<file path="config.mk">
export PLATFORM = sky130hd
export DESIGN_NAME = dps_program_port
export DESIGN_NICKNAME = d
export VERILOG_FILES = /design/src/dps_pkg.sv /design/src/dps_sync.sv /design/src/dps_edge.sv /design/src/dps_program_port.sv
export VERILOG_INCLUDE_DIRS = /design/src
export SDC_FILE = /design/constraint.sdc
export NUM_CORES = 1
export LEC_CHECK = 0
export BUFFER_PORTS_ARGS = -buffer_cell sky130_fd_sc_hd__buf_4
export CAP_MARGIN = 25
export CORE_UTILIZATION = 55
export CTS_BUF_LIST = sky130_fd_sc_hd__clkbuf_4
export DETAILED_ROUTE_END_ITERATION = 10
export PLACE_DENSITY = 0.78
export SKIP_LAST_GASP = 1
export SYNTH_ARGS = -nofsm -noshare
export SYNTH_HDL_FRONTEND = slang
export SYNTH_SLANG_ARGS = --single-unit
</file>
<file path="constraint.sdc">
create_clock -name i_sys_clk -period 3 [get_ports i_sys_clk]
set_input_delay 0.3 -clock i_sys_clk [delete_from_list [all_inputs] [get_ports i_sys_clk]]
set_output_delay 0.3 -clock i_sys_clk [all_outputs]
set_load 0.01 [all_outputs]
</file>
<file path="src/dps_defines.svh">
// Purpose: Constants for the dual synthesizer serial program port
// Assumes: Word layout bit positions are shared with the controller
// Notes:   Positions of control bits are design choices
`ifndef DPS_DEFINES_SVH
`define DPS_DEFINES_SVH
`define DPS_WORD_W 23
`define DPS_CTL_LSB 0
`define DPS_CTL_MSB 1
`define DPS_CTL_IF_REF 2'h0
`define DPS_CTL_IF_PROG 2'h1
`define DPS_CTL_RF_REF 2'h2
`define DPS_CTL_RF_PROG 2'h3
`define DPS_REF_LSB 2
`define DPS_REF_W 14
`define DPS_REF_MIN 14'h0005
`define DPS_LOS_BIT 16
`define DPS_POL_BIT 17
`define DPS_SWAL_LSB 2
`define DPS_SWAL_W 7
`define DPS_PROG_LSB 9
`define DPS_PROG_W 11
`define DPS_PROG_MIN 11'h005
`define DPS_MOD_BIT 20
`define DPS_REF_RST 14'h0005
`define DPS_PROG_RST 11'h005
`endif

</file>
<file path="src/dps_pkg.sv">
// Purpose: Types for the dual synthesizer serial program port
// Assumes: Field widths follow dps_defines.svh
// Notes:   No constants live here, only types
package dps_pkg;
   typedef struct packed {
      logic [13:0] ref_count;
   } dps_ref_t;
   typedef struct packed {
      logic [10:0] prog_count;
      logic [6:0] swallow_count;
      logic high_modulus;
   } dps_main_t;
   typedef enum logic [2:0] {
      DPS_IDLE = 3'b001,
      DPS_LOAD = 3'b010,
      DPS_HOLD = 3'b100
   } dps_state_t;
endpackage : dps_pkg

</file>
<file path="src/dps_sync.sv">
// Purpose: Two flip-flop synchroniser for asynchronous pin inputs
// Assumes: Single clock i_sys_clk
// Notes:   First stage feeds only the second stage
`timescale 1ns/1ps
module dps_sync #(
   parameter int WIDTH = 1
) (
   // Clock and reset
   input wire logic i_sys_clk,
   input wire logic i_reset,
   // Data
   input wire logic [WIDTH-1:0] i_async,
   output logic [WIDTH-1:0] o_sync
);
   logic [WIDTH-1:0] meta;

   // Two stages to settle metastability
   always_ff @(posedge i_sys_clk) begin
      if (i_reset) begin
         meta <= '0;
         o_sync <= '0;
      end else begin
         meta <= i_async;
         o_sync <= meta;
      end
   end
endmodule : dps_sync

</file>
<file path="src/dps_edge.sv">
// Purpose: Rising edge finder on a synchronised level
// Assumes: Input already synchronised to i_sys_clk
// Notes:   Output is a one-cycle pulse
`timescale 1ns/1ps
module dps_edge (
   // Clock and reset
   input wire logic i_sys_clk,
   input wire logic i_reset,
   // Level in, pulse out
   input wire logic i_level,
   output logic o_rise
);
   logic last;

   // Remember previous level
   always_ff @(posedge i_sys_clk) begin
      if (i_reset) begin
         last <= 1'b0;
      end else begin
         last <= i_level;
      end
   end

   assign o_rise = i_level & ~last;
endmodule : dps_edge

</file>
<file path="src/dps_program_port.sv">
// Purpose: Serial program port of a dual RF/IF frequency synthesizer
// Assumes: Serial clock, data, strobe and power-save pins are asynchronous
// Notes:   Pins pass two flops; one load per strobe high period
// Operation
// - 23-bit shift register, shift on clock rise
// - Strobe high copies word into chosen latch
// - Control bits pick one of four latches
// - Output select bit picks monitor or lock
// - IF power-save pin low saves power
// - RF power-save pin low, independent of IF
// - Polarity bit reverses phase detector sense
// - Reference divider 14 bits, range 5..16383
// - Main divider 18 bits, swallow plus programmable
// - Swallow counter 7 bits, 0..127
// - Programmable counter 11 bits, 5..2047
// - Prescaler 64/65 or 128/129 RF, 16/17 or 32/33 IF
// - Frequency M*N+A over R, A below N
`timescale 1ns/1ps
`include "dps_defines.svh"
module dps_program_port #(
   parameter int WORD_W = `DPS_WORD_W
) (
   // Clock and reset
   input wire logic i_sys_clk,
   input wire logic i_reset,
   // Serial program pins
   input wire logic i_serial_clk,
   input wire logic i_serial_data,
   input wire logic i_latch_load_strobe,
   // Power-save pins, active low
   input wire logic i_if_power_save_n,
   input wire logic i_rf_power_save_n,
   // Status from the analog loops
   input wire logic i_lock_detect,
   input wire logic i_phase_monitor,
   // Shared monitor pin
   output logic o_lock_detect_out,
   // Section enables
   output logic o_if_enable,
   output logic o_rf_enable,
   // Programmed settings
   output dps_pkg::dps_ref_t o_if_ref,
   output dps_pkg::dps_ref_t o_rf_ref,
   output dps_pkg::dps_main_t o_if_main,
   output dps_pkg::dps_main_t o_rf_main,
   output logic o_phase_polarity_select,
   output logic o_lock_output_select,
   // Prescaler moduli, low value of the pair
   output logic [7:0] o_rf_modulus,
   output logic [7:0] o_if_modulus,
   // Word refused for out-of-range divider value
   output logic o_word_error
);
   // Field positions are fixed, so refuse any other word width
   if (WORD_W != `DPS_WORD_W) begin : g_bad_width
      $error("WORD_W must equal the shift register width");
   end

   // Synchronised pins
   logic [4:0] pins_sync;
   logic sclk_s, sdat_s, strobe_s, if_ps_s, rf_ps_s;
   logic sclk_rise, strobe_rise;
   logic [WORD_W-1:0] shift;
   dps_pkg::dps_state_t state, next_state;
   logic [1:0] ctl;
   logic [13:0] word_ref;
   logic [6:0] word_swal;
   logic [10:0] word_prog;
   logic word_ok;
   logic monitor_sel, lock_sel;

   dps_sync #(.WIDTH(5)) u_sync (
      .i_sys_clk(i_sys_clk),
      .i_reset(i_reset),
      .i_async({i_serial_clk, i_serial_data, i_latch_load_strobe,
                i_if_power_save_n, i_rf_power_save_n}),
      .o_sync(pins_sync)
   );
   assign {sclk_s, sdat_s, strobe_s, if_ps_s, rf_ps_s} = pins_sync;

   dps_edge u_sclk_edge (
      .i_sys_clk(i_sys_clk),
      .i_reset(i_reset),
      .i_level(sclk_s),
      .o_rise(sclk_rise)
   );

   dps_edge u_strobe_edge (
      .i_sys_clk(i_sys_clk),
      .i_reset(i_reset),
      .i_level(strobe_s),
      .o_rise(strobe_rise)
   );

   // Field extraction used by several latches
   function automatic logic [13:0] get_ref(input logic [WORD_W-1:0] w);
      get_ref = w[`DPS_REF_LSB +: `DPS_REF_W];
   endfunction : get_ref

   // Shift in one bit per serial clock rise while idle, MSB first
   always_ff @(posedge i_sys_clk) begin
      if (i_reset) begin
         shift <= '0;
      end else if (sclk_rise && state == dps_pkg::DPS_IDLE) begin
         shift <= {shift[WORD_W-2:0], sdat_s};
      end
   end

   assign ctl = shift[`DPS_CTL_MSB:`DPS_CTL_LSB];
   assign word_ref = get_ref(shift);
   assign word_swal = shift[`DPS_SWAL_LSB +: `DPS_SWAL_W];
   assign word_prog = shift[`DPS_PROG_LSB +: `DPS_PROG_W];

   // Range checks; swallow must stay below programmable count
   always_comb begin
      word_ok = 1'b1;
      case (ctl)
         `DPS_CTL_IF_REF, `DPS_CTL_RF_REF: begin
            word_ok = (word_ref >= `DPS_REF_MIN);
         end
         default: begin
            word_ok = (word_prog >= `DPS_PROG_MIN) &&
               ({4'h0, word_swal} < word_prog);
         end
      endcase
   end

   // Load sequencer: one copy per strobe high period
   always_comb begin
      next_state = state;
      case (state)
         dps_pkg::DPS_IDLE: begin
            if (strobe_rise) begin
               next_state = dps_pkg::DPS_LOAD;
            end
         end
         dps_pkg::DPS_LOAD: begin
            next_state = dps_pkg::DPS_HOLD;
         end
         dps_pkg::DPS_HOLD: begin
            if (!strobe_s) begin
               next_state = dps_pkg::DPS_IDLE;
            end
         end
         default: begin
            next_state = dps_pkg::DPS_IDLE;
         end
      endcase
   end

   always_ff @(posedge i_sys_clk) begin
      if (i_reset) begin
         state <= dps_pkg::DPS_IDLE;
      end else begin
         state <= next_state;
      end
   end

   // Latch write, at most one destination per word; refused words go nowhere
   always_ff @(posedge i_sys_clk) begin
      if (i_reset) begin
         o_if_ref <= '{ref_count: `DPS_REF_RST};
         o_rf_ref <= '{ref_count: `DPS_REF_RST};
         o_if_main <= '{prog_count: `DPS_PROG_RST,
                        swallow_count: 7'h00, high_modulus: 1'b0};
         o_rf_main <= '{prog_count: `DPS_PROG_RST,
                        swallow_count: 7'h00, high_modulus: 1'b0};
         o_phase_polarity_select <= 1'b0;
         o_lock_output_select <= 1'b0;
         o_word_error <= 1'b0;
      end else if (state == dps_pkg::DPS_LOAD) begin
         o_word_error <= ~word_ok;
         if (word_ok) begin
            case (ctl)
               `DPS_CTL_IF_REF: begin
                  o_if_ref.ref_count <= word_ref;
                  o_lock_output_select <= shift[`DPS_LOS_BIT];
                  o_phase_polarity_select <= shift[`DPS_POL_BIT];
               end
               `DPS_CTL_RF_REF: begin
                  o_rf_ref.ref_count <= word_ref;
                  o_lock_output_select <= shift[`DPS_LOS_BIT];
                  o_phase_polarity_select <= shift[`DPS_POL_BIT];
               end
               `DPS_CTL_IF_PROG: begin
                  o_if_main <= '{prog_count: word_prog,
                                 swallow_count: word_swal,
                                 high_modulus: shift[`DPS_MOD_BIT]};
               end
               default: begin
                  o_rf_main <= '{prog_count: word_prog,
                                 swallow_count: word_swal,
                                 high_modulus: shift[`DPS_MOD_BIT]};
               end
            endcase
         end
      end
   end

   // Prescaler modulus from the pair selected per section
   assign o_rf_modulus = o_rf_main.high_modulus ? 8'h80 : 8'h40;
   assign o_if_modulus = o_if_main.high_modulus ? 8'h20 : 8'h10;

   // Power-save pins are levels; a floating pin is the board's fault
   always_ff @(posedge i_sys_clk) begin
      if (i_reset) begin
         o_if_enable <= 1'b0;
         o_rf_enable <= 1'b0;
      end else begin
         o_if_enable <= if_ps_s;
         o_rf_enable <= rf_ps_s;
      end
   end

   // Shared pin mux, registered to keep the output glitch free
   assign monitor_sel = o_lock_output_select;
   assign lock_sel = ~o_lock_output_select;
   always_ff @(posedge i_sys_clk) begin
      if (i_reset) begin
         o_lock_detect_out <= 1'b0;
      end else begin
         o_lock_detect_out <= (monitor_sel & i_phase_monitor) |
            (lock_sel & i_lock_detect);
      end
   end

   // Checks
   a_load_once: assert property (
      @(posedge i_sys_clk) disable iff (i_reset)
      state == dps_pkg::DPS_LOAD |=> state == dps_pkg::DPS_HOLD)
      else $error("load lasted more than one cycle");
   a_strobe_load: assert property (
      @(posedge i_sys_clk) disable iff (i_reset)
      strobe_rise && state == dps_pkg::DPS_IDLE
      |=> state == dps_pkg::DPS_LOAD)
      else $error("strobe did not start a load");
   a_hold_strobe: assert property (
      @(posedge i_sys_clk) disable iff (i_reset)
      state == dps_pkg::DPS_HOLD && strobe_s |=> state == dps_pkg::DPS_HOLD)
      else $error("second load inside one strobe period");
   a_shift_step: assert property (
      @(posedge i_sys_clk) disable iff (i_reset)
      sclk_rise && state == dps_pkg::DPS_IDLE
      |=> shift[0] == $past(sdat_s) &&
          shift[WORD_W-1:1] == $past(shift[WORD_W-2:0]))
      else $error("shift register did not take the bit");
   a_if_ref_dest: assert property (
      @(posedge i_sys_clk) disable iff (i_reset)
      state == dps_pkg::DPS_LOAD && word_ok && ctl == `DPS_CTL_IF_REF
      |=> o_if_ref.ref_count == $past(word_ref) && $stable(o_rf_ref)
          && $stable(o_if_main) && $stable(o_rf_main))
      else $error("IF reference load went astray");
   a_rf_ref_dest: assert property (
      @(posedge i_sys_clk) disable iff (i_reset)
      state == dps_pkg::DPS_LOAD && word_ok && ctl == `DPS_CTL_RF_REF
      |=> o_rf_ref.ref_count == $past(word_ref) && $stable(o_if_ref)
          && $stable(o_if_main) && $stable(o_rf_main))
      else $error("RF reference load went astray");
   a_rf_main_dest: assert property (
      @(posedge i_sys_clk) disable iff (i_reset)
      state == dps_pkg::DPS_LOAD && word_ok && ctl == `DPS_CTL_RF_PROG
      |=> o_rf_main.prog_count == $past(word_prog) &&
          o_rf_main.swallow_count == $past(word_swal) && $stable(o_if_main))
      else $error("RF main load went astray");
   a_if_main_dest: assert property (
      @(posedge i_sys_clk) disable iff (i_reset)
      state == dps_pkg::DPS_LOAD && word_ok && ctl == `DPS_CTL_IF_PROG
      |=> o_if_main.swallow_count == $past(word_swal) &&
          o_if_main.prog_count == $past(word_prog) && $stable(o_rf_main))
      else $error("IF main load went astray");
   a_word_refused: assert property (
      @(posedge i_sys_clk) disable iff (i_reset)
      state == dps_pkg::DPS_LOAD && !word_ok
      |=> o_word_error && $stable(o_if_ref) && $stable(o_rf_ref) &&
          $stable(o_if_main) && $stable(o_rf_main))
      else $error("refused word reached a latch");
   a_ref_range: assert property (
      @(posedge i_sys_clk) disable iff (i_reset)
      o_if_ref.ref_count >= `DPS_REF_MIN && o_rf_ref.ref_count >= `DPS_REF_MIN)
      else $error("reference count below minimum");
   a_prog_range: assert property (
      @(posedge i_sys_clk) disable iff (i_reset)
      o_rf_main.prog_count >= `DPS_PROG_MIN &&
      o_if_main.prog_count >= `DPS_PROG_MIN)
      else $error("programmable count below minimum");
   a_swal_below: assert property (
      @(posedge i_sys_clk) disable iff (i_reset)
      {4'h0, o_rf_main.swallow_count} < o_rf_main.prog_count ||
      o_rf_main.swallow_count == 7'h00)
      else $error("swallow count not below programmable");
   a_monitor_mux: assert property (
      @(posedge i_sys_clk) disable iff (i_reset)
      o_lock_output_select && $stable(o_lock_output_select)
      |=> o_lock_detect_out == $past(i_phase_monitor))
      else $error("monitor pin shows wrong source");
   a_lock_mux: assert property (
      @(posedge i_sys_clk) disable iff (i_reset)
      !o_lock_output_select && $stable(o_lock_output_select)
      |=> o_lock_detect_out == $past(i_lock_detect))
      else $error("lock pin shows wrong source");
   a_if_power: assert property (
      @(posedge i_sys_clk) disable iff (i_reset)
      !i_if_power_save_n [*3] |=> !o_if_enable)
      else $error("IF not saving power");
   a_if_power_on: assert property (
      @(posedge i_sys_clk) disable iff (i_reset)
      i_if_power_save_n [*3] |=> o_if_enable)
      else $error("IF not running");
   a_rf_power: assert property (
      @(posedge i_sys_clk) disable iff (i_reset)
      i_rf_power_save_n [*3] |=> o_rf_enable)
      else $error("RF not running");
   a_rf_power_off: assert property (
      @(posedge i_sys_clk) disable iff (i_reset)
      !i_rf_power_save_n [*3] |=> !o_rf_enable)
      else $error("RF not saving power");
   a_rf_modulus: assert property (
      @(posedge i_sys_clk) disable iff (i_reset)
      o_rf_modulus == (o_rf_main.high_modulus ? 8'h80 : 8'h40))
      else $error("RF modulus wrong");
   a_if_modulus: assert property (
      @(posedge i_sys_clk) disable iff (i_reset)
      o_if_modulus == (o_if_main.high_modulus ? 8'h20 : 8'h10))
      else $error("IF modulus wrong");
endmodule : dps_program_port

</file>
==> results.sh <==
export IMPL_placed_cells=598
export IMPL_numClockSinks=108
export IMPL_postCtsResizedCells=0
export IMPL_synthFlopType="sky130_fd_sc_hd__dfxtp_1"
export IMPL_timing_final_crit_period_ns=2.579
export IMPL_antenna_found_initial=0
export IMPL_post_drt_via_cell_ratio=5.044
export IMPL_remaining_drc_errors=0
export IMPL_clock_skew_after_layout_ns=0.01566
export IMPL_setup_worst_path_end_class="flip-flop"
export IMPL_path_type_of_the_worst_min_delay_path="in -> reg"
export IMPL_worstSetupStartpointType="flip-flop"
export IMPL_synth_top_cell_by_area="sky130_fd_sc_hd__dfxtp_1"
export IMPL_netlist_instances=438
export IMPL_tightestPinTransition_ns=1.007
export IMPL_layoutNonFillerInstCount=614
export IMPL_route_vias_total=3097
export IMPL_finalSetupViolations=0
export IMPL_io_buffers=84
export IMPL_power_static_leakage_nw=2.102
export IMPL_n_fill_cell=626
export IMPL_crit_slowest_cell="sky130_fd_sc_hd__or3_1"
export IMPL_cts_tree="built"
export IMPL_holdBufCountCts=0
export IMPL_grt_max_degree=96
export IMPL_wire_length_of_the_first_global_routing_pass_microns=13800
export IMPL_rows=31
export IMPL_grt_overflow_total=0
export IMPL_cts_buffer_depth=2
export IMPL_clk_transition_reported_paths_ns=0.16
export IMPL_average_size_of_a_mapped_cell_sq_um=9.801
export IMPL_ys_seq_elements=108
export IMPL_netlist_top_cells_area="sky130_fd_sc_hd__dfxtp_1, sky130_fd_sc_hd__mux2i_1, sky130_fd_sc_hd__nand2b_1"
export IMPL_cts_inserted_buffers=9
export IMPL_worstHoldStart="i_latch_load_strobe"
export IMPL_ant_nets_after_route=0
export IMPL_drive_above_1_share=0.2175
export IMPL_area_delta_synth_final_pct=16.76
export IMPL_timing_critical_path_fanout_max=19
export IMPL_initial_core_util=0.5795
export IMPL_io_pins=97
export IMPL_ff2ff_path_depth=6
export IMPL_timing_setup_tns_ns=0
export IMPL_initial_drt_pass_iterations=4
export IMPL_timing_final_hold_violations=0
export IMPL_preCtsSetupSlack_ns=0.4396
export IMPL_critical_path_cell_chain="inv_1 > ha_1 > a21oi_1 > a211oi_1 > or3_1 > mux2i_1"
export IMPL_dp_hpwl_microns=5634
export IMPL_synth_top_cells_by_count="sky130_fd_sc_hd__dfxtp_1, sky130_fd_sc_hd__mux2i_1, sky130_fd_sc_hd__nand2_1"
export IMPL_finish_net_count=525
export IMPL_ys_warn_count=0
export IMPL_clock_latency_ns=0.44
export IMPL_worst_hold_path_num_cells=2
export IMPL_floorplan_die_area_sq_um=8162
export IMPL_tightest_slew_margin_relative_to_the_limit=0.3290
export IMPL_dpl_instance_area_sq_um=4895
export IMPL_core_area_sq_um=7408
export IMPL_crit_start="shift[11]$_SDFFE_PP0P_"
export IMPL_design_power_total_mw=2.152
export IMPL_synth_seq_area_share=0.5036
export IMPL_ctsRootBufferMaster="sky130_fd_sc_hd__clkbuf_4"
export IMPL_vdd_drop_max_mv=0.2981
export IMPL_post_drt_wl_per_cell_microns=13.47
export IMPL_synth_most_common_cell="sky130_fd_sc_hd__dfxtp_1"
export IMPL_status="completed"
export IMPL_grt_pass1_vias=2889
export IMPL_synthDistinctLibCells=40
export IMPL_cts_htree_levels=3
export IMPL_cts_setup_buffers=0
export IMPL_required_ns=3.38
export IMPL_highest_attainable_clock_frequency_mhz=387.8
export IMPL_first_iter_violations=149
export IMPL_power_density_nw_per_um2=429.4
export IMPL_dieWidth_microns=90.35
export IMPL_r2r_start="shift[11]$_SDFFE_PP0P_"
export IMPL_final_min_period_over_clock_period=0.8595
export IMPL_worst_setup_path_type="reg -> reg"
export IMPL_globalplace_congestion=0.8243
export IMPL_synth_area_sq_um=4293
export IMPL_routed_wirelength_microns=8271
export IMPL_synth_edff_count=0
export IMPL_cap_viol_max_count=0
export IMPL_finalWorstSetupSlack_ns=0.4215
export IMPL_worst_ep_arrival_time_ns=2.95
export IMPL_postLayoutCoreUtil=0.6766
export IMPL_yosys_area_top_type_share=0.5036
export IMPL_track_usage=0.2094
export IMPL_largest_incremental_delay_on_the_critical_path_ns=0.85
export IMPL_final_design_area_no_fill_sq_um=5012
export IMPL_floorplan_die_height_microns=90.35
export IMPL_num_antenna_cells=0
export IMPL_maxSlewViolCount=0
export IMPL_synth_async_reset_ratio=0
export IMPL_finalHoldWorstSlack_ns=0.05878
export IMPL_rsz_0062_raised_after_global_routing="false"
placed cells by master, fill, tap and decap left out, drive strengths merged, types with 2 or more instances in the layout:
cell / count
a21oi: 24
nand3: 2
a211oi: 2
nand2b: 38
a211o: 4
conb: 12
nor2b: 21
nand2: 44
inv: 16
or2b: 7
buf: 90
dfxtp: 108
clkbuf: 9
o21ai: 3
ha: 6
clkinvlp: 2
nor2: 38
mux2i: 58
nor3b: 3
o32ai: 4
o2bb2ai: 4
clkinv: 3
nor4: 4
nor3: 4
per-layer routing:
metal / vias up / global-route usage / wire length, microns / share of wire
li1: 1567 / - / - / -
met3: 15 / 0.03704 / 390 / 0.047
met1: 1424 / 0.2811 / 3947 / 0.48
met4: 0 / 0.08602 / 148 / 0.018
met5: - / 0 / 0 / 0
met2: 91 / 0.3333 / 3783 / 0.46
cell type report:
type | instances | area, sq um | share of cell area
sequential | 108 | 2162 | 0.4314
clock inverter | 7 | 50.05 | 0.009985
multi-input combinational | 287 | 1868 | 0.3727
timing repair buffer | 90 | 688.2 | 0.1373
tap | 99 | 123.9 | 0.02471
clock buffer | 9 | 67.56 | 0.01348
inverter | 14 | 52.55 | 0.01048
worst max-delay path: cells and delay by family (launching register included):
kind                     cells  cell delay [ns]
buffers and inverters        1             0.09
flip-flops                   1             0.52
AO/OA/AOI/OAI                2             0.47
adder cells (fa/ha/maj)      1             0.31
multiplexers                 1             0.27
AND/OR/NAND/NOR              1             0.85
report_power, final:
part	internal (mW)	switching (mW)	total, mW
Combinational	0.0266	0.0432	0.0697
Clock	0.174	0.461	0.635
Sequential	1.44	0.00326	1.45
cell families after synthesis:
logic type	Yosys count	share of synthesized area
AO/OA/AOI/OAI	42	0.06208
adder cells (fa/ha/maj)	6	0.01749
buffers and inverters	54	0.07315
flip-flops	108	0.5036
multiplexers	58	0.1352
other	1	0.0008735
AND/OR/NAND/NOR	169	0.2075
registers in the layout, indices dropped and copies added, names as in the netlist, 3 cells and up:
signal         flops
state              3
u_sync.meta        5
o_if_main         19
o_rf_ref          14
o_if_ref          14
u_sync.o_sync      5
o_rf_main         19
shift             21
final timing paths:
| path | slack (ns) | end |
|---|---|---|
| hold reg to reg | 0.42 | state[1]$_SDFFE_PP0P_ |
| hold / removal | 0.06 | u_sync.meta[2]$_SDFF_PP0_ |
| setup reg to reg | 0.42 | o_rf_main[3]$_SDFFE_PP0P_ |
| setup / recovery | 0.42 | o_rf_main[3]$_SDFFE_PP0P_ |
Power figures use the tool's default switching activity.
